$ cat config.mk
export PLATFORM = sky130hd
export DESIGN_NAME = uies_top
export DESIGN_NICKNAME = d
export VERILOG_FILES = /design/src/hw/uies_pkg.sv /design/src/hw/uies_sync.sv /design/src/hw/uies_timeout.sv /design/src/hw/uies_top.sv
export VERILOG_INCLUDE_DIRS = /design/src /design/src/hw
export SDC_FILE = /design/constraint.sdc
export NUM_CORES = 1
export LEC_CHECK = 0
export BUFFER_PORTS_ARGS = -buffer_cell sky130_fd_sc_hd__buf_2
export CAP_MARGIN = 30
export CORE_MARGIN = 1.5
export CORE_UTILIZATION = 60
export CTS_CLUSTER_DIAMETER = 50
export DETAILED_ROUTE_END_ITERATION = 12
export GPL_ROUTABILITY_DRIVEN = 0
export PLACE_DENSITY = 0.85
export SLEW_MARGIN = 40
export SYNTH_ARGS = -nofsm -noshare
export SYNTH_HDL_FRONTEND = slang
export SYNTH_SLANG_ARGS = --single-unit
$ cat constraint.sdc
create_clock -name I_CORE_CLK -period 7.6 [get_ports I_CORE_CLK]
set_clock_uncertainty 0.15 [all_clocks]
set_input_delay 0.38 -clock I_CORE_CLK [delete_from_list [all_inputs] [get_ports I_CORE_CLK]]
set_output_delay 0.38 -clock I_CORE_CLK [all_outputs]
set_load 0.01 [all_outputs]
$ cat src/hw/uies_consts.svh
// register offsets, field positions, reset values and counts for uies
`ifndef UIES_CONSTS_SVH
`define UIES_CONSTS_SVH

// ---------------------------------------------------------------
// register offsets
// ---------------------------------------------------------------
`define UIES_A_DATA      3'h0
`define UIES_A_MASK      3'h1
`define UIES_A_ISR_FCR   3'h2
`define UIES_A_LCR       3'h3
`define UIES_A_MCR       3'h4
`define UIES_A_LSR       3'h5
`define UIES_A_MSR       3'h6
`define UIES_A_RES1      3'h4
`define UIES_A_RES2      3'h5
`define UIES_A_PAU1      3'h6
`define UIES_A_PAU2      3'h7
`define UIES_A_EFR       3'h2

// ---------------------------------------------------------------
// keys, field positions and reset values
// ---------------------------------------------------------------
`define UIES_LCR_ENH_KEY 8'hbf
`define UIES_LCR_DLAB    7
`define UIES_EFR_ENH     4
`define UIES_RST_BYTE    8'h00

// ---------------------------------------------------------------
// source codes, highest priority first
// ---------------------------------------------------------------
`define UIES_SRC_LSR     6'h06
`define UIES_SRC_TMO     6'h0c
`define UIES_SRC_RXD     6'h04
`define UIES_SRC_TXR     6'h02
`define UIES_SRC_MDM     6'h00
`define UIES_SRC_XOF     6'h10
`define UIES_SRC_FLW     6'h20
`define UIES_SRC_NONE    6'h01

// ---------------------------------------------------------------
// receive trigger levels and timeout figures
// ---------------------------------------------------------------
`define UIES_TRIG_0      5'h01
`define UIES_TRIG_1      5'h04
`define UIES_TRIG_2      5'h08
`define UIES_TRIG_3      5'h0e
`define UIES_TMO_EXTRA   8'h0c
`define UIES_WL_BASE     4'h7

`endif

$ cat src/hw/uies_pkg.sv
// shared types of the uart interrupt enable and status block
package uies_pkg;
  `include "uies_consts.svh"
  typedef logic [7:0] uies_byte_t;
  typedef enum logic [5:0] {
    UIES_LSR  = `UIES_SRC_LSR,
    UIES_TMO  = `UIES_SRC_TMO,
    UIES_RXD  = `UIES_SRC_RXD,
    UIES_TXR  = `UIES_SRC_TXR,
    UIES_MDM  = `UIES_SRC_MDM,
    UIES_XOF  = `UIES_SRC_XOF,
    UIES_FLW  = `UIES_SRC_FLW,
    UIES_NONE = `UIES_SRC_NONE
  } uies_src_t;
endpackage

$ cat src/hw/uies_sync.sv
// two-stage synchroniser for pin inputs
`timescale 1ns/10ps
module uies_sync #(
  parameter int W = 4
) (
  input  wire logic         i_clk,   // core clock
  input  wire logic         i_rst_n, // async reset, low
  input  wire logic [W-1:0] i_d,     // asynchronous level
  input  wire logic [W-1:0] i_rst_v, // idle level the assertion expects after reset
  output logic      [W-1:0] o_q      // synchronised level
);
  logic [W-1:0] s1_q;
  logic [W-1:0] s2_q;

  // reset value is a constant: pins idle high
  always_ff @(posedge i_clk or negedge i_rst_n) begin
    if (!i_rst_n) begin
      s1_q <= '1;
      s2_q <= '1;
    end else begin
      s1_q <= i_d;
      s2_q <= s1_q;
    end
  end

  // a wrong idle level here would fake a modem delta after reset
  sync_idle_a: assert property (@(posedge i_clk)
    disable iff (!i_rst_n) !$past(i_rst_n) |-> o_q == i_rst_v)
    else $error("synchroniser not at idle level after reset");

  assign o_q = s2_q;
endmodule // uies_sync

$ cat src/hw/uies_timeout.sv
// receive timeout timer counted in bit times
`timescale 1ns/10ps
`include "uies_consts.svh"
module uies_timeout (
  input  wire logic       i_clk,       // core clock
  input  wire logic       i_rst_n,     // async reset, low
  input  wire logic       i_restart,   // fifo push or pop
  input  wire logic       i_armed,     // data waiting
  input  wire logic       i_bit_tick,  // one pulse per bit
  input  wire logic [3:0] i_char_bits, // bits per character
  output logic            o_expired    // one-cycle pulse
);
  logic [7:0] cnt_q;
  logic [7:0] cnt_d;
  logic       exp_q;
  logic       exp_d;
  logic [7:0] limit;

  // four character times plus twelve bit times
  assign limit = {2'h0, i_char_bits, 2'h0} + `UIES_TMO_EXTRA;

  always_comb begin
    cnt_d = cnt_q;
    exp_d = 1'b0;
    if (i_restart || !i_armed) begin
      cnt_d = 8'h00;
    end else if (i_bit_tick && cnt_q != limit) begin
      cnt_d = cnt_q + 8'h01;
      exp_d = (cnt_d == limit);
    end
  end

  always_ff @(posedge i_clk or negedge i_rst_n) begin
    if (!i_rst_n) begin
      cnt_q <= 8'h00;
      exp_q <= 1'b0;
    end else begin
      cnt_q <= cnt_d;
      exp_q <= exp_d;
    end
  end

  assign o_expired = exp_q;
endmodule // uies_timeout

$ cat src/hw/uies_top.sv
// interrupt enable, source and status logic of one uart channel
`timescale 1ns/10ps
`include "uies_consts.svh"
module uies_top #(
  parameter int CW = 5
) (
  input  wire logic              I_CORE_CLK,      // core clock
  input  wire logic              I_RESETN,        // async reset, low
  input  wire logic [2:0]        I_ADDR,          // register address
  input  wire logic              I_CS,            // chip select
  input  wire logic              I_RD,            // read strobe
  input  wire logic              I_WR,            // write strobe
  input  wire uies_pkg::uies_byte_t I_WDATA,      // write data
  output uies_pkg::uies_byte_t   O_RDATA,         // read data
  output logic                   O_INT,           // interrupt, high
  input  wire uies_pkg::uies_byte_t I_RX_DATA,    // fifo head char
  input  wire logic [CW-1:0]     I_RX_COUNT,      // rx fifo level
  input  wire logic              I_RX_PUSH,       // char into fifo
  input  wire logic [2:0]        I_RX_TOP_ERR,    // brk,frm,par head
  input  wire logic              I_RX_FIFO_ERR,   // error in fifo
  input  wire logic              I_RX_OVERRUN,    // overrun pulse
  input  wire logic              I_TX_FIFO_EMPTY, // tx fifo empty
  input  wire logic              I_TX_SHIFT_EMPTY,// shifter empty
  input  wire logic              I_BIT_TICK,      // one per bit time
  input  wire logic [3:0]        I_MODEM_N,       // cd,ri,dsr,cts pins
  input  wire logic              I_RTS_N,         // own rts output
  input  wire logic              I_XOFF_MATCH,    // pause char seen
  input  wire logic              I_XON_MATCH,     // resume char seen
  input  wire logic              I_SPEC_MATCH,    // special char seen
  output logic                   O_RX_POP,        // holding read pulse
  output logic                   O_TX_PUSH,       // tx write pulse
  output uies_pkg::uies_byte_t   O_TX_DATA,       // tx write data
  output logic                   O_FIFO_EN,       // fifos enabled
  output logic                   O_SLEEP_EN,      // sleep enabled
  output uies_pkg::uies_byte_t   O_MCR,           // gated modem ctl
  output logic                   O_AUTO_CTS_EN,   // auto cts
  output logic                   O_AUTO_RTS_EN,   // auto rts
  output logic                   O_SPECIAL_SEL,   // special char sel
  output logic [3:0]             O_SWFLOW_MODE,   // sw flow mode
  output uies_pkg::uies_byte_t   O_RESUME1,       // resume char 1
  output uies_pkg::uies_byte_t   O_RESUME2,       // resume char 2
  output uies_pkg::uies_byte_t   O_PAUSE1,        // pause char 1
  output uies_pkg::uies_byte_t   O_PAUSE2         // pause char 2
);
  import uies_pkg::*;

  // ---------------------------------------------------------------
  // helpers
  // ---------------------------------------------------------------
  function automatic logic [CW-1:0] trig_level(input logic [1:0] s);
    unique case (s)
      2'h0: trig_level = CW'(`UIES_TRIG_0);
      2'h1: trig_level = CW'(`UIES_TRIG_1);
      2'h2: trig_level = CW'(`UIES_TRIG_2);
      2'h3: trig_level = CW'(`UIES_TRIG_3);
    endcase
  endfunction

  // start + data + parity + stop; 1.5 stop rounds to 2
  // base counts start, five data bits and the first stop bit
  function automatic logic [3:0] char_bits(input uies_byte_t l);
    char_bits = `UIES_WL_BASE + {2'h0, l[1:0]} + {3'h0, l[3]} +
                {3'h0, l[2]};
  endfunction

  // ---------------------------------------------------------------
  // state
  // ---------------------------------------------------------------
  uies_byte_t lcr_q, lcr_d, efr_q, efr_d, ier_q, ier_d;
  uies_byte_t mcr_q, mcr_d, res1_q, res1_d, res2_q, res2_d;
  uies_byte_t pau1_q, pau1_d, pau2_q, pau2_d;
  uies_byte_t rdata_q, rdata_d, txd_q, txd_d, mcro_q, mcro_d;
  logic       fen_q, fen_d;
  logic [1:0] trig_q, trig_d;
  logic       lsri_q, lsri_d, ovr_q, ovr_d, tmo_q, tmo_d;
  logic       tx_q, tx_d, txe_prev_q, txe_prev_d;
  logic [3:0] dmsr_q, dmsr_d, mprev_q, mprev_d;
  logic       xoff_q, xoff_d, spec_q, spec_d;
  logic       rtse_q, rtse_d, ctse_q, ctse_d, rts_prev_q, rts_prev_d;
  logic       int_q, int_d, pop_q, pop_d, push_q, push_d;
  logic       sleep_q, sleep_d;

  logic [3:0] modem_s;
  logic       tmo_fire;
  logic       en, key, dlab, rd, wr, data_rdy, rx_cond;
  logic       rd_rhr, wr_thr, rd_isr, rd_lsr, rd_msr;
  uies_byte_t ie;
  uies_src_t  src;

  uies_sync #(
    .W (4)
  ) u_msync (
    .i_clk   (I_CORE_CLK),
    .i_rst_n (I_RESETN),
    .i_d     (I_MODEM_N),
    .i_rst_v (4'hf),
    .o_q     (modem_s)
  );

  uies_timeout u_tmo (
    .i_clk       (I_CORE_CLK),
    .i_rst_n     (I_RESETN),
    .i_restart   (I_RX_PUSH | rd_rhr),
    .i_armed     (fen_q & data_rdy),
    .i_bit_tick  (I_BIT_TICK),
    .i_char_bits (char_bits(lcr_q)),
    .o_expired   (tmo_fire)
  );

  // ---------------------------------------------------------------
  // decode and priority
  // ---------------------------------------------------------------
  assign en       = efr_q[`UIES_EFR_ENH];
  assign key      = (lcr_q == `UIES_LCR_ENH_KEY);
  assign dlab     = lcr_q[`UIES_LCR_DLAB];
  assign rd       = I_CS & I_RD;
  assign wr       = I_CS & I_WR;
  assign rd_rhr   = rd & !dlab & (I_ADDR == `UIES_A_DATA);
  assign wr_thr   = wr & !dlab & (I_ADDR == `UIES_A_DATA);
  assign rd_isr   = rd & !key & (I_ADDR == `UIES_A_ISR_FCR);
  assign rd_lsr   = rd & !key & (I_ADDR == `UIES_A_LSR);
  assign rd_msr   = rd & !key & (I_ADDR == `UIES_A_MSR);
  assign data_rdy = (I_RX_COUNT != '0);
  assign rx_cond  = fen_q ? (I_RX_COUNT >= trig_level(trig_q))
                          : data_rdy;
  assign ie       = {ier_q[7:4] & {4{en}}, ier_q[3:0]};

  // fixed priority; lower sources wait, nothing is lost
  always_comb begin
    src = UIES_NONE;
    if (ie[2] && lsri_q) begin
      src = UIES_LSR;
    end else if (ie[0] && tmo_q) begin
      src = UIES_TMO;
    end else if (ie[0] && rx_cond) begin
      src = UIES_RXD;
    end else if (ie[1] && tx_q) begin
      src = UIES_TXR;
    end else if (ie[3] && (dmsr_q != 4'h0)) begin
      src = UIES_MDM;
    end else if (ie[5] && (xoff_q || spec_q)) begin
      src = UIES_XOF;
    end else if ((ie[6] && rtse_q) || (ie[7] && ctse_q)) begin
      src = UIES_FLW;
    end
  end

  // ---------------------------------------------------------------
  // next state
  // ---------------------------------------------------------------
  always_comb begin
    lcr_d = lcr_q;   efr_d = efr_q;   ier_d = ier_q;   mcr_d = mcr_q;
    res1_d = res1_q; res2_d = res2_q; pau1_d = pau1_q; pau2_d = pau2_q;
    fen_d = fen_q;   trig_d = trig_q; txd_d = txd_q;
    rdata_d = rdata_q;
    pop_d = rd_rhr;
    push_d = wr_thr;
    txe_prev_d = I_TX_FIFO_EMPTY;
    rts_prev_d = I_RTS_N;
    mprev_d = modem_s;

    // register writes
    if (wr) begin
      if (I_ADDR == `UIES_A_LCR) begin
        lcr_d = I_WDATA;
      end else if (key) begin
        unique case (I_ADDR)
          `UIES_A_EFR:  efr_d  = I_WDATA;
          `UIES_A_RES1: res1_d = I_WDATA;
          `UIES_A_RES2: res2_d = I_WDATA;
          `UIES_A_PAU1: pau1_d = I_WDATA;
          `UIES_A_PAU2: pau2_d = I_WDATA;
          default: ;
        endcase
      end else begin
        unique case (I_ADDR)
          `UIES_A_DATA: if (!dlab) begin
            txd_d = I_WDATA;
          end
          `UIES_A_MASK: if (!dlab) begin
            ier_d = {I_WDATA[7:4] & {4{en}}, I_WDATA[3:0]};
          end
          `UIES_A_ISR_FCR: begin
            fen_d = I_WDATA[0];
            // other fields only take with the enable bit set
            if (I_WDATA[0]) begin
              trig_d = I_WDATA[7:6];
            end
          end
          `UIES_A_MCR: mcr_d = {I_WDATA[7:5] & {3{en}}, I_WDATA[4:0]};
          default: ;
        endcase
      end
    end

    // register reads, answered one cycle after the strobe
    if (rd) begin
      rdata_d = 8'h00;
      if (I_ADDR == `UIES_A_LCR) begin
        rdata_d = lcr_q;
      end else if (key) begin
        unique case (I_ADDR)
          `UIES_A_EFR:  rdata_d = efr_q;
          `UIES_A_RES1: rdata_d = res1_q;
          `UIES_A_RES2: rdata_d = res2_q;
          `UIES_A_PAU1: rdata_d = pau1_q;
          `UIES_A_PAU2: rdata_d = pau2_q;
          default: ;
        endcase
      end else begin
        unique case (I_ADDR)
          `UIES_A_DATA:    if (!dlab) begin
            rdata_d = I_RX_DATA;
          end
          `UIES_A_MASK:    if (!dlab) begin
            rdata_d = ier_q;
          end
          `UIES_A_ISR_FCR: rdata_d = {fen_q, fen_q, src};
          `UIES_A_MCR:     rdata_d = mcr_q;
          // polled mode reads these whatever the masks hold
          `UIES_A_LSR:     rdata_d = {I_RX_FIFO_ERR,
                                I_TX_FIFO_EMPTY & I_TX_SHIFT_EMPTY,
                                I_TX_FIFO_EMPTY,
                                I_RX_TOP_ERR,
                                ovr_q, data_rdy};
          `UIES_A_MSR:     rdata_d = {~modem_s, dmsr_q};
          default: ;
        endcase
      end
    end

    // sticky sources; every set wins over its clear
    lsri_d = (lsri_q & !rd_lsr) | I_RX_OVERRUN |
             (rd_rhr & (I_RX_TOP_ERR != 3'h0));
    ovr_d  = (ovr_q & !rd_lsr) | I_RX_OVERRUN;
    tmo_d  = (tmo_q & !rd_rhr) | tmo_fire;
    tx_d   = (tx_q & !wr_thr & !(rd_isr && src == UIES_TXR)) |
             (I_TX_FIFO_EMPTY & !txe_prev_q) |
             (wr & !key & !dlab & (I_ADDR == `UIES_A_MASK) &
              I_WDATA[1] & !ier_q[1] & I_TX_FIFO_EMPTY);
    dmsr_d = (dmsr_q & {4{!rd_msr}}) | (modem_s ^ mprev_q);
    xoff_d = (xoff_q & !I_XON_MATCH & !(rd_isr && src == UIES_XOF)) |
             I_XOFF_MATCH;
    spec_d = (spec_q & !I_RX_PUSH & !(rd_isr && src == UIES_XOF)) |
             I_SPEC_MATCH;
    rtse_d = (rtse_q & !rd_msr) | (I_RTS_N & !rts_prev_q);
    ctse_d = (ctse_q & !rd_msr) | (modem_s[0] & !mprev_q[0]);

    int_d   = (src != UIES_NONE);
    sleep_d = ier_q[4] & en;
    mcro_d  = {mcr_q[7:5] & {3{en}}, mcr_q[4:0]};
  end

  // ---------------------------------------------------------------
  // registers
  // ---------------------------------------------------------------
  always_ff @(posedge I_CORE_CLK or negedge I_RESETN) begin
    if (!I_RESETN) begin
      lcr_q <= `UIES_RST_BYTE;  efr_q <= `UIES_RST_BYTE;
      ier_q <= `UIES_RST_BYTE;
      mcr_q <= `UIES_RST_BYTE;  res1_q <= `UIES_RST_BYTE;
      res2_q <= `UIES_RST_BYTE; pau1_q <= `UIES_RST_BYTE;
      pau2_q <= `UIES_RST_BYTE; rdata_q <= `UIES_RST_BYTE;
      txd_q <= `UIES_RST_BYTE;  mcro_q <= `UIES_RST_BYTE;
      fen_q <= 1'b0;  trig_q <= 2'h0;  lsri_q <= 1'b0; ovr_q <= 1'b0;
      tmo_q <= 1'b0;  tx_q <= 1'b0;    txe_prev_q <= 1'b1;
      dmsr_q <= 4'h0; mprev_q <= 4'hf; xoff_q <= 1'b0; spec_q <= 1'b0;
      rtse_q <= 1'b0; ctse_q <= 1'b0;  rts_prev_q <= 1'b1;
      int_q <= 1'b0;  pop_q <= 1'b0;   push_q <= 1'b0; sleep_q <= 1'b0;
    end else begin
      lcr_q <= lcr_d;   efr_q <= efr_d;   ier_q <= ier_d;
      mcr_q <= mcr_d;   res1_q <= res1_d; res2_q <= res2_d;
      pau1_q <= pau1_d; pau2_q <= pau2_d; rdata_q <= rdata_d;
      txd_q <= txd_d;   mcro_q <= mcro_d;
      fen_q <= fen_d;   trig_q <= trig_d; lsri_q <= lsri_d;
      ovr_q <= ovr_d;   tmo_q <= tmo_d;   tx_q <= tx_d;
      txe_prev_q <= txe_prev_d; dmsr_q <= dmsr_d; mprev_q <= mprev_d;
      xoff_q <= xoff_d; spec_q <= spec_d; rtse_q <= rtse_d;
      ctse_q <= ctse_d; rts_prev_q <= rts_prev_d;
      int_q <= int_d;   pop_q <= pop_d;   push_q <= push_d;
      sleep_q <= sleep_d;
    end
  end

  assign O_RDATA       = rdata_q;
  assign O_INT         = int_q;
  assign O_RX_POP      = pop_q;
  assign O_TX_PUSH     = push_q;
  assign O_TX_DATA     = txd_q;
  assign O_FIFO_EN     = fen_q;
  assign O_SLEEP_EN    = sleep_q;
  assign O_MCR         = mcro_q;
  assign O_AUTO_CTS_EN = efr_q[7];
  assign O_AUTO_RTS_EN = efr_q[6];
  assign O_SPECIAL_SEL = efr_q[5];
  assign O_SWFLOW_MODE = efr_q[3:0];
  assign O_RESUME1     = res1_q;
  assign O_RESUME2     = res2_q;
  assign O_PAUSE1      = pau1_q;
  assign O_PAUSE2      = pau2_q;

  // ---------------------------------------------------------------
  // checks
  // ---------------------------------------------------------------
  mask_reset_a: assert property (@(posedge I_CORE_CLK)
    disable iff (!I_RESETN) !$past(I_RESETN) |-> ier_q == 8'h00)
    else $error("mask not zero after reset");
  enh_gate_a: assert property (@(posedge I_CORE_CLK)
    disable iff (!I_RESETN) !en |=> !O_SLEEP_EN && O_MCR[7:5] == 3'h0)
    else $error("enhanced bit active without enable");
  stat_bit0_a: assert property (@(posedge I_CORE_CLK)
    disable iff (!I_RESETN) rd_isr |=> O_RDATA[0] == !O_INT)
    else $error("status bit0 disagrees with interrupt");
  lsr_prio_a: assert property (@(posedge I_CORE_CLK)
    disable iff (!I_RESETN) rd_isr && ie[2] && lsri_q
      |=> O_RDATA[5:0] == `UIES_SRC_LSR)
    else $error("line status not reported first");
  rx_trig_a: assert property (@(posedge I_CORE_CLK)
    disable iff (!I_RESETN) fen_q && ie[0] &&
      I_RX_COUNT >= trig_level(trig_q) |=> O_INT)
    else $error("trigger reached without interrupt");
  tx_clear_a: assert property (@(posedge I_CORE_CLK)
    disable iff (!I_RESETN) wr_thr && !(I_TX_FIFO_EMPTY && !txe_prev_q)
      |=> !tx_q)
    else $error("tx write left transmit ready set");
  tmo_clear_a: assert property (@(posedge I_CORE_CLK)
    disable iff (!I_RESETN) rd_rhr && !tmo_fire |=> !tmo_q)
    else $error("holding read left timeout set");
  ovr_show_a: assert property (@(posedge I_CORE_CLK)
    disable iff (!I_RESETN) I_RX_OVERRUN ##1 rd_lsr |=> O_RDATA[1])
    else $error("overrun not shown in line status");
  tx_empty_a: assert property (@(posedge I_CORE_CLK)
    disable iff (!I_RESETN) rd_lsr |=> !O_RDATA[6] || O_RDATA[5])
    else $error("both-empty without fifo empty");
endmodule // uies_top

* Yosys cells after proc, flatten, opt, wreduce, memory -nomap -nowiden
Cells that the tools add are included.
Operators by class: $add $sub $neg 5, $lt $le $gt $ge 1, equality and inequality tests 16, multiplexer cells 19, bitwise operators 56, reduce and logical (&&, ||, !) cells 46
Operators by type and width (count):
- $mux 8 | 6
- $pmux 8 s6 | 1
- $mux 6 | 7
- $pmux 8 s5 | 1
- $and 1x1->1 | 34
- $reduce_and 4->1 | 7
- $pmux 5 s4 | 1
- $logic_not 1->1 | 15
- $reduce_and 5->1 | 3
- $and 4x4->4 | 3
- $eq 3x3->1 const B | 4
- $logic_and 1x1->1 | 11
- $or 1x1->1 | 11
- $add 4x1->4 | 2
- $add 8x1->8 const B | 1
- $eq 8x8->1 | 1
- $eq 8x8->1 const B | 1
- $ne 8x8->1 | 1
- $add 6x4->7 const B | 1
- $and 3x3->3 | 2
- $eq 3x2->1 const B | 2
- $eq 6x2->1 const B | 1
- $eq 6x5->1 const B | 1
- $ne 6x1->1 const B | 1
- 18 further kinds | 25
Storage, ports and cells: register bits after elaboration 130, input port bits 46, output and inout port bits 68, logic and storage cells 176

* Depth between registers and ports, before layout
depth in word-level cells 16, mapped depth 12, gate-level depth less buffers 12

* By module
Synthesis repeated with hierarchy kept, for this count alone.
Second synthesis, totals: cells, all modules 567, area, all modules 6423.7 um^2
Modules (own cells, without submodules):
- uies_top | instances 1, cells each 480, area an instance 5476.5 um^2, sequential area each 2835.2 um^2
- uies_timeout | instances 1, cells each 79, area an instance 737.0 um^2, sequential area each 225.2 um^2
- uies_sync | instances 1, cells each 8, area an instance 210.2 um^2, sequential area each 210.2 um^2

* Least setup slack after synthesis
OpenSTA, ideal clock, no wires.
path kind register to register, start point reg lcr_q[0], end point reg u_tmo.cnt_q[6], setup time 66 ps, data arrival time 3037 ps, required time 7384 ps, setup slack 4348 ps, cell stages (with the launch flop) 13, buffers on the path 0, clock period less this slack 3252 ps, cell sequence dfrtp_1 inv_1 ha_1 inv_1 ha_1 fa_1 inv_1 ha_1 xnor2_1 or4b_1 o41a_1 a311o_1 nand2_1
Between the ends: word-level cells in the longest chain between the ends 7
RTL lines:
- start, declared | line uies_top.sv:69 | uies_byte_t lcr_q, lcr_d, efr_q, efr_d, ier_q, ier_d;
- start signal, assigned | line uies_top.sv:259 | lcr_q <= `UIES_RST_BYTE; efr_q <= `UIES_RST_BYTE;
- start signal, assigned | line uies_top.sv:271 | lcr_q <= lcr_d; efr_q <= efr_d; ier_q <= ier_d;
- $add 3x2->4 (no source line)
- $add 4x1->4 (no source line) (2 in a row)
- $add 6x4->7 (no source line)
- $ne 8x8->1 | line uies_timeout.sv:27 | end else if (i_bit_tick && cnt_q != limit) begin
- $logic_and 1x1->1 | line uies_timeout.sv:27
- $reduce_bool 2->1 (no source line)
- end signal, assigned | line uies_timeout.sv:38 | cnt_q <= cnt_d;
- end, declared | line uies_timeout.sv:13 | logic [7:0] cnt_q;
No other way between the ends. A chain may end at the register's enable or synchronous reset.

* Worst setup path in the final report
start point reg lcr_q[0], end point reg u_tmo.cnt_q[5]
The elaborated chain is that of the path after synthesis.

==> run_results.csv <==
group,metric,value,unit
status,status,"finished clean",
cts,numCtsBuffers,17,
cts,cts.sinks,130,
synth,syn_avg_cell_area,11.6,µm²
placed_design,pre_cts_slack,4150,ps
synth,async_flop_share,1.00,
synth,synth_top_cell_by_area,"dfrtp_1",
placed_design,place.port_buffers,113,
synth,ys_seq_area_frac,0.528,
global_route,track_usage,0.326,
synth,syn-cell-area,6200,µm²
power_and_ir_drop,netSwitchingPower,550,µW
routing,routed_wl,16700,µm
floorplan,die_h,105,µm
timing,slew_violations,0,
floorplan,ioPinCount,114,
global_route,grt_pass1_wl,27000,µm
placed_design,dp.cells,755,
setup_path,cp.required,7900,ps
timing,rsz0062_at_grt,"false",
power_and_ir_drop,p_sw_frac,0.280,
finish,fill_cells,627,
cts,cts_tree,"yes",
timing,timing.fmax,287,MHz
routing,firstDrtPassIters,5,
synth,synth_edf_count,0,
finish,drive_gt1_frac,0.359,
timing,hold_viol_final,0,
cts,cts_buffer_depth,2,
job,maxCapViolations,0,
routing,ant_nets,0,
setup_path,critPathMaxFanout,10,
floorplan,die_width,105,µm
floorplan,rows,36,
placed_design,dp_hpwl,11100,µm
routing,drc,0,
timing,setup_violations,0,
timing,timing.final.crit_period,3490,ps
cts,path_clk_slew,60,ps
finish,num_antenna_cells,0,
setup_path,path_class,"reg -> reg",
power_and_ir_drop,leakage,0.00358,µW
routing,avgViaCountPerCell,6.20,
routing,vias,4950,
synth,yosysTopAreaCellShare,0.468,
timing,fin_hold_ws,26.0,ps
placed_design,place_area,6840,µm²
synth,ys.flop_type,"dfrtp_1",
timing,layout_setup_ws,4110,ps
timing,maxSlewHeadroom,0.498,
global_route,grt_pass1_vias,5266,
floorplan,core_area,9910,µm²
synth,yosysWarningCount,0,
power_and_ir_drop,ir_worst_vdd,0.000192,V
global_route,antenna_found_initial,0,
routing,drtIter0Drc,463,
finish,area_delta_synth_final,21.6,%
global_route,gr-total-overflow,0,
power_and_ir_drop,power.internal,1420,µW
floorplan,dieArea,10900,µm²
timing,fin_crit_sh,0.459,
power_and_ir_drop,seq_power_share,0.410,
timing,finalSetupTns,0,ps
power_and_ir_drop,p_comb_frac,0.187,
hold_path,hold_class,"in -> reg",
synth,synth_area_leaders,"dfrtp_1, mux2_2, dfstp_2",
power_and_ir_drop,power_density,261,nW/µm²
global_route,grt_max_degree,84,
cts,clk_latency,530,ps
synth,synth.distinct_cells,60,
power_and_ir_drop,clkPwrFrac,0.403,
synth,synthTopCellsByCount,"dfrtp_1, mux2_2, nand2_1",
setup_path,arrival,3780,ps
setup_path,cp-start-kind,"register",
routing,wire_per_inst,20.9,µm
cts,cts_root_buffer,"clkbuf_8",
synth,syn_nets,592,
finish,final_area,7540,µm²
cts,htree_levels,4,
floorplan,start_util,0.625,
finish,stdcell_count,798,
timing,tightest_slew,746,ps
setup_path,critPathCaptureType,"register",
synth,yosys_register_bits,130,
synth,yosysMostFrequentCell,"dfrtp_1",
synth,syn_inst,532,
finish,finalNetCount,713,
-- registers in the layout, indices dropped and copies added, names as in the netlist, 2 cells and up --
register	cells
O_MCR	8
O_PAUSE1	8
O_PAUSE2	8
O_RDATA	8
O_RESUME1	8
O_RESUME2	8
O_TX_DATA	8
dmsr_q	4
efr_q	8
ier_q	8
lcr_q	8
mcr_q	8
mprev_q	4
trig_q	2
u_msync.o_q	4
u_msync.s1_q	4
u_tmo.cnt_q	8
-- worst max-delay path: stages, from the launching register on --
cell	delay [ps]
dfrtp_1	380
inv_1	90
ha_1	290
inv_1	40
ha_1	200
fa_1	480
inv_1	50
ha_1	280
xnor2_1	150
or4b_1	550
o41ai_4	440
o21ai_0	170
a21oi_1	150
-- placed cells by master (no fill, tap or decap), drive strengths merged, types with 14 or more instances in the layout --
master / count
dfrtp: 116
o21ai: 28
mux2: 67
clkbuf: 20
a21oi: 21
inv: 21
xnor2: 15
buf: 117
nand2: 58
dfstp: 14
nor2: 19
-- layout make-up --
class / count / area, µm² / share of cell area
Clock buffer: 20 / 435 / 0.0578
Clock inverter: 11 / 138 / 0.0183
Inverter: 21 / 78.8 / 0.0105
Multi-Input combinational cell: 354 / 2720 / 0.361
Sequential cell: 130 / 3270 / 0.434
Tap cell: 133 / 166 / 0.0221
Timing Repair Buffer: 129 / 724 / 0.0961
-- power by group through the flow --
stage / Sequential, µW / Clock (µW) / Combinational, µW
CTS: 805 / 799 / 365
floorplan: 816 / 0 / 232
finish: 807 / 793 / 367
global placement: 811 / 0 / 338
global route: 812 / 833 / 401
detailed placement: 816 / 0 / 355
-- metrics by stage --
stage               utilization  power, µW
floorplan                     -       1050
global placement          0.690       1150
detailed placement        0.690       1170
CTS                       0.760       1970
global route              0.761       2050
finish                    0.761       1970
-- cells by family after synthesis --
logic type / Yosys count / share of synthesized area
AND/OR/NAND/NOR: 137 / 0.111
XOR/XNOR: 18 / 0.0254
multiplexers: 82 / 0.160
AO/OA/AOI/OAI: 103 / 0.112
buffers and inverters: 48 / 0.0335
adder cells (fa/ha/maj): 14 / 0.0295
flip-flops: 130 / 0.528
-- final timing paths --
| kind | start | end | slack, ps | cells after the start |
|---|---|---|---|---|
| worst max-delay path | lcr_q[0] | u_tmo.cnt_q[5] | 4110 | 12 |
| worst min register to register | u_msync.s1_q[1] | u_msync.o_q[1] | 200 | 0 |
| min in group asynchronous | I_RESETN | ier_q[1] | 250 | 2 |
| worst max register to register | lcr_q[0] | u_tmo.cnt_q[5] | 4110 | 12 |
| worst min-delay path | I_BIT_TICK | u_tmo.o_expired | 30 | 3 |
| max in group asynchronous | I_RESETN | O_TX_PUSH | 5880 | 3 |
-- routing by layer --
metal	share of wire	vias up	routed length [µm]	track usage
met5	0	-	0	0
met3	0.080	56	1340	0.105
met2	0.49	254	8230	0.531
met1	0.38	2477	6420	0.390
met4	0.042	0	697	0.165
li1	-	2163	-	-
-- repair_timing --
action	4_1_cts	5_1_grt
hold buffers	12	0
gates resized for setup	0	0
hold endpoints to repair	45	0
setup buffers	0	0
Power figures use the tool's default switching activity.
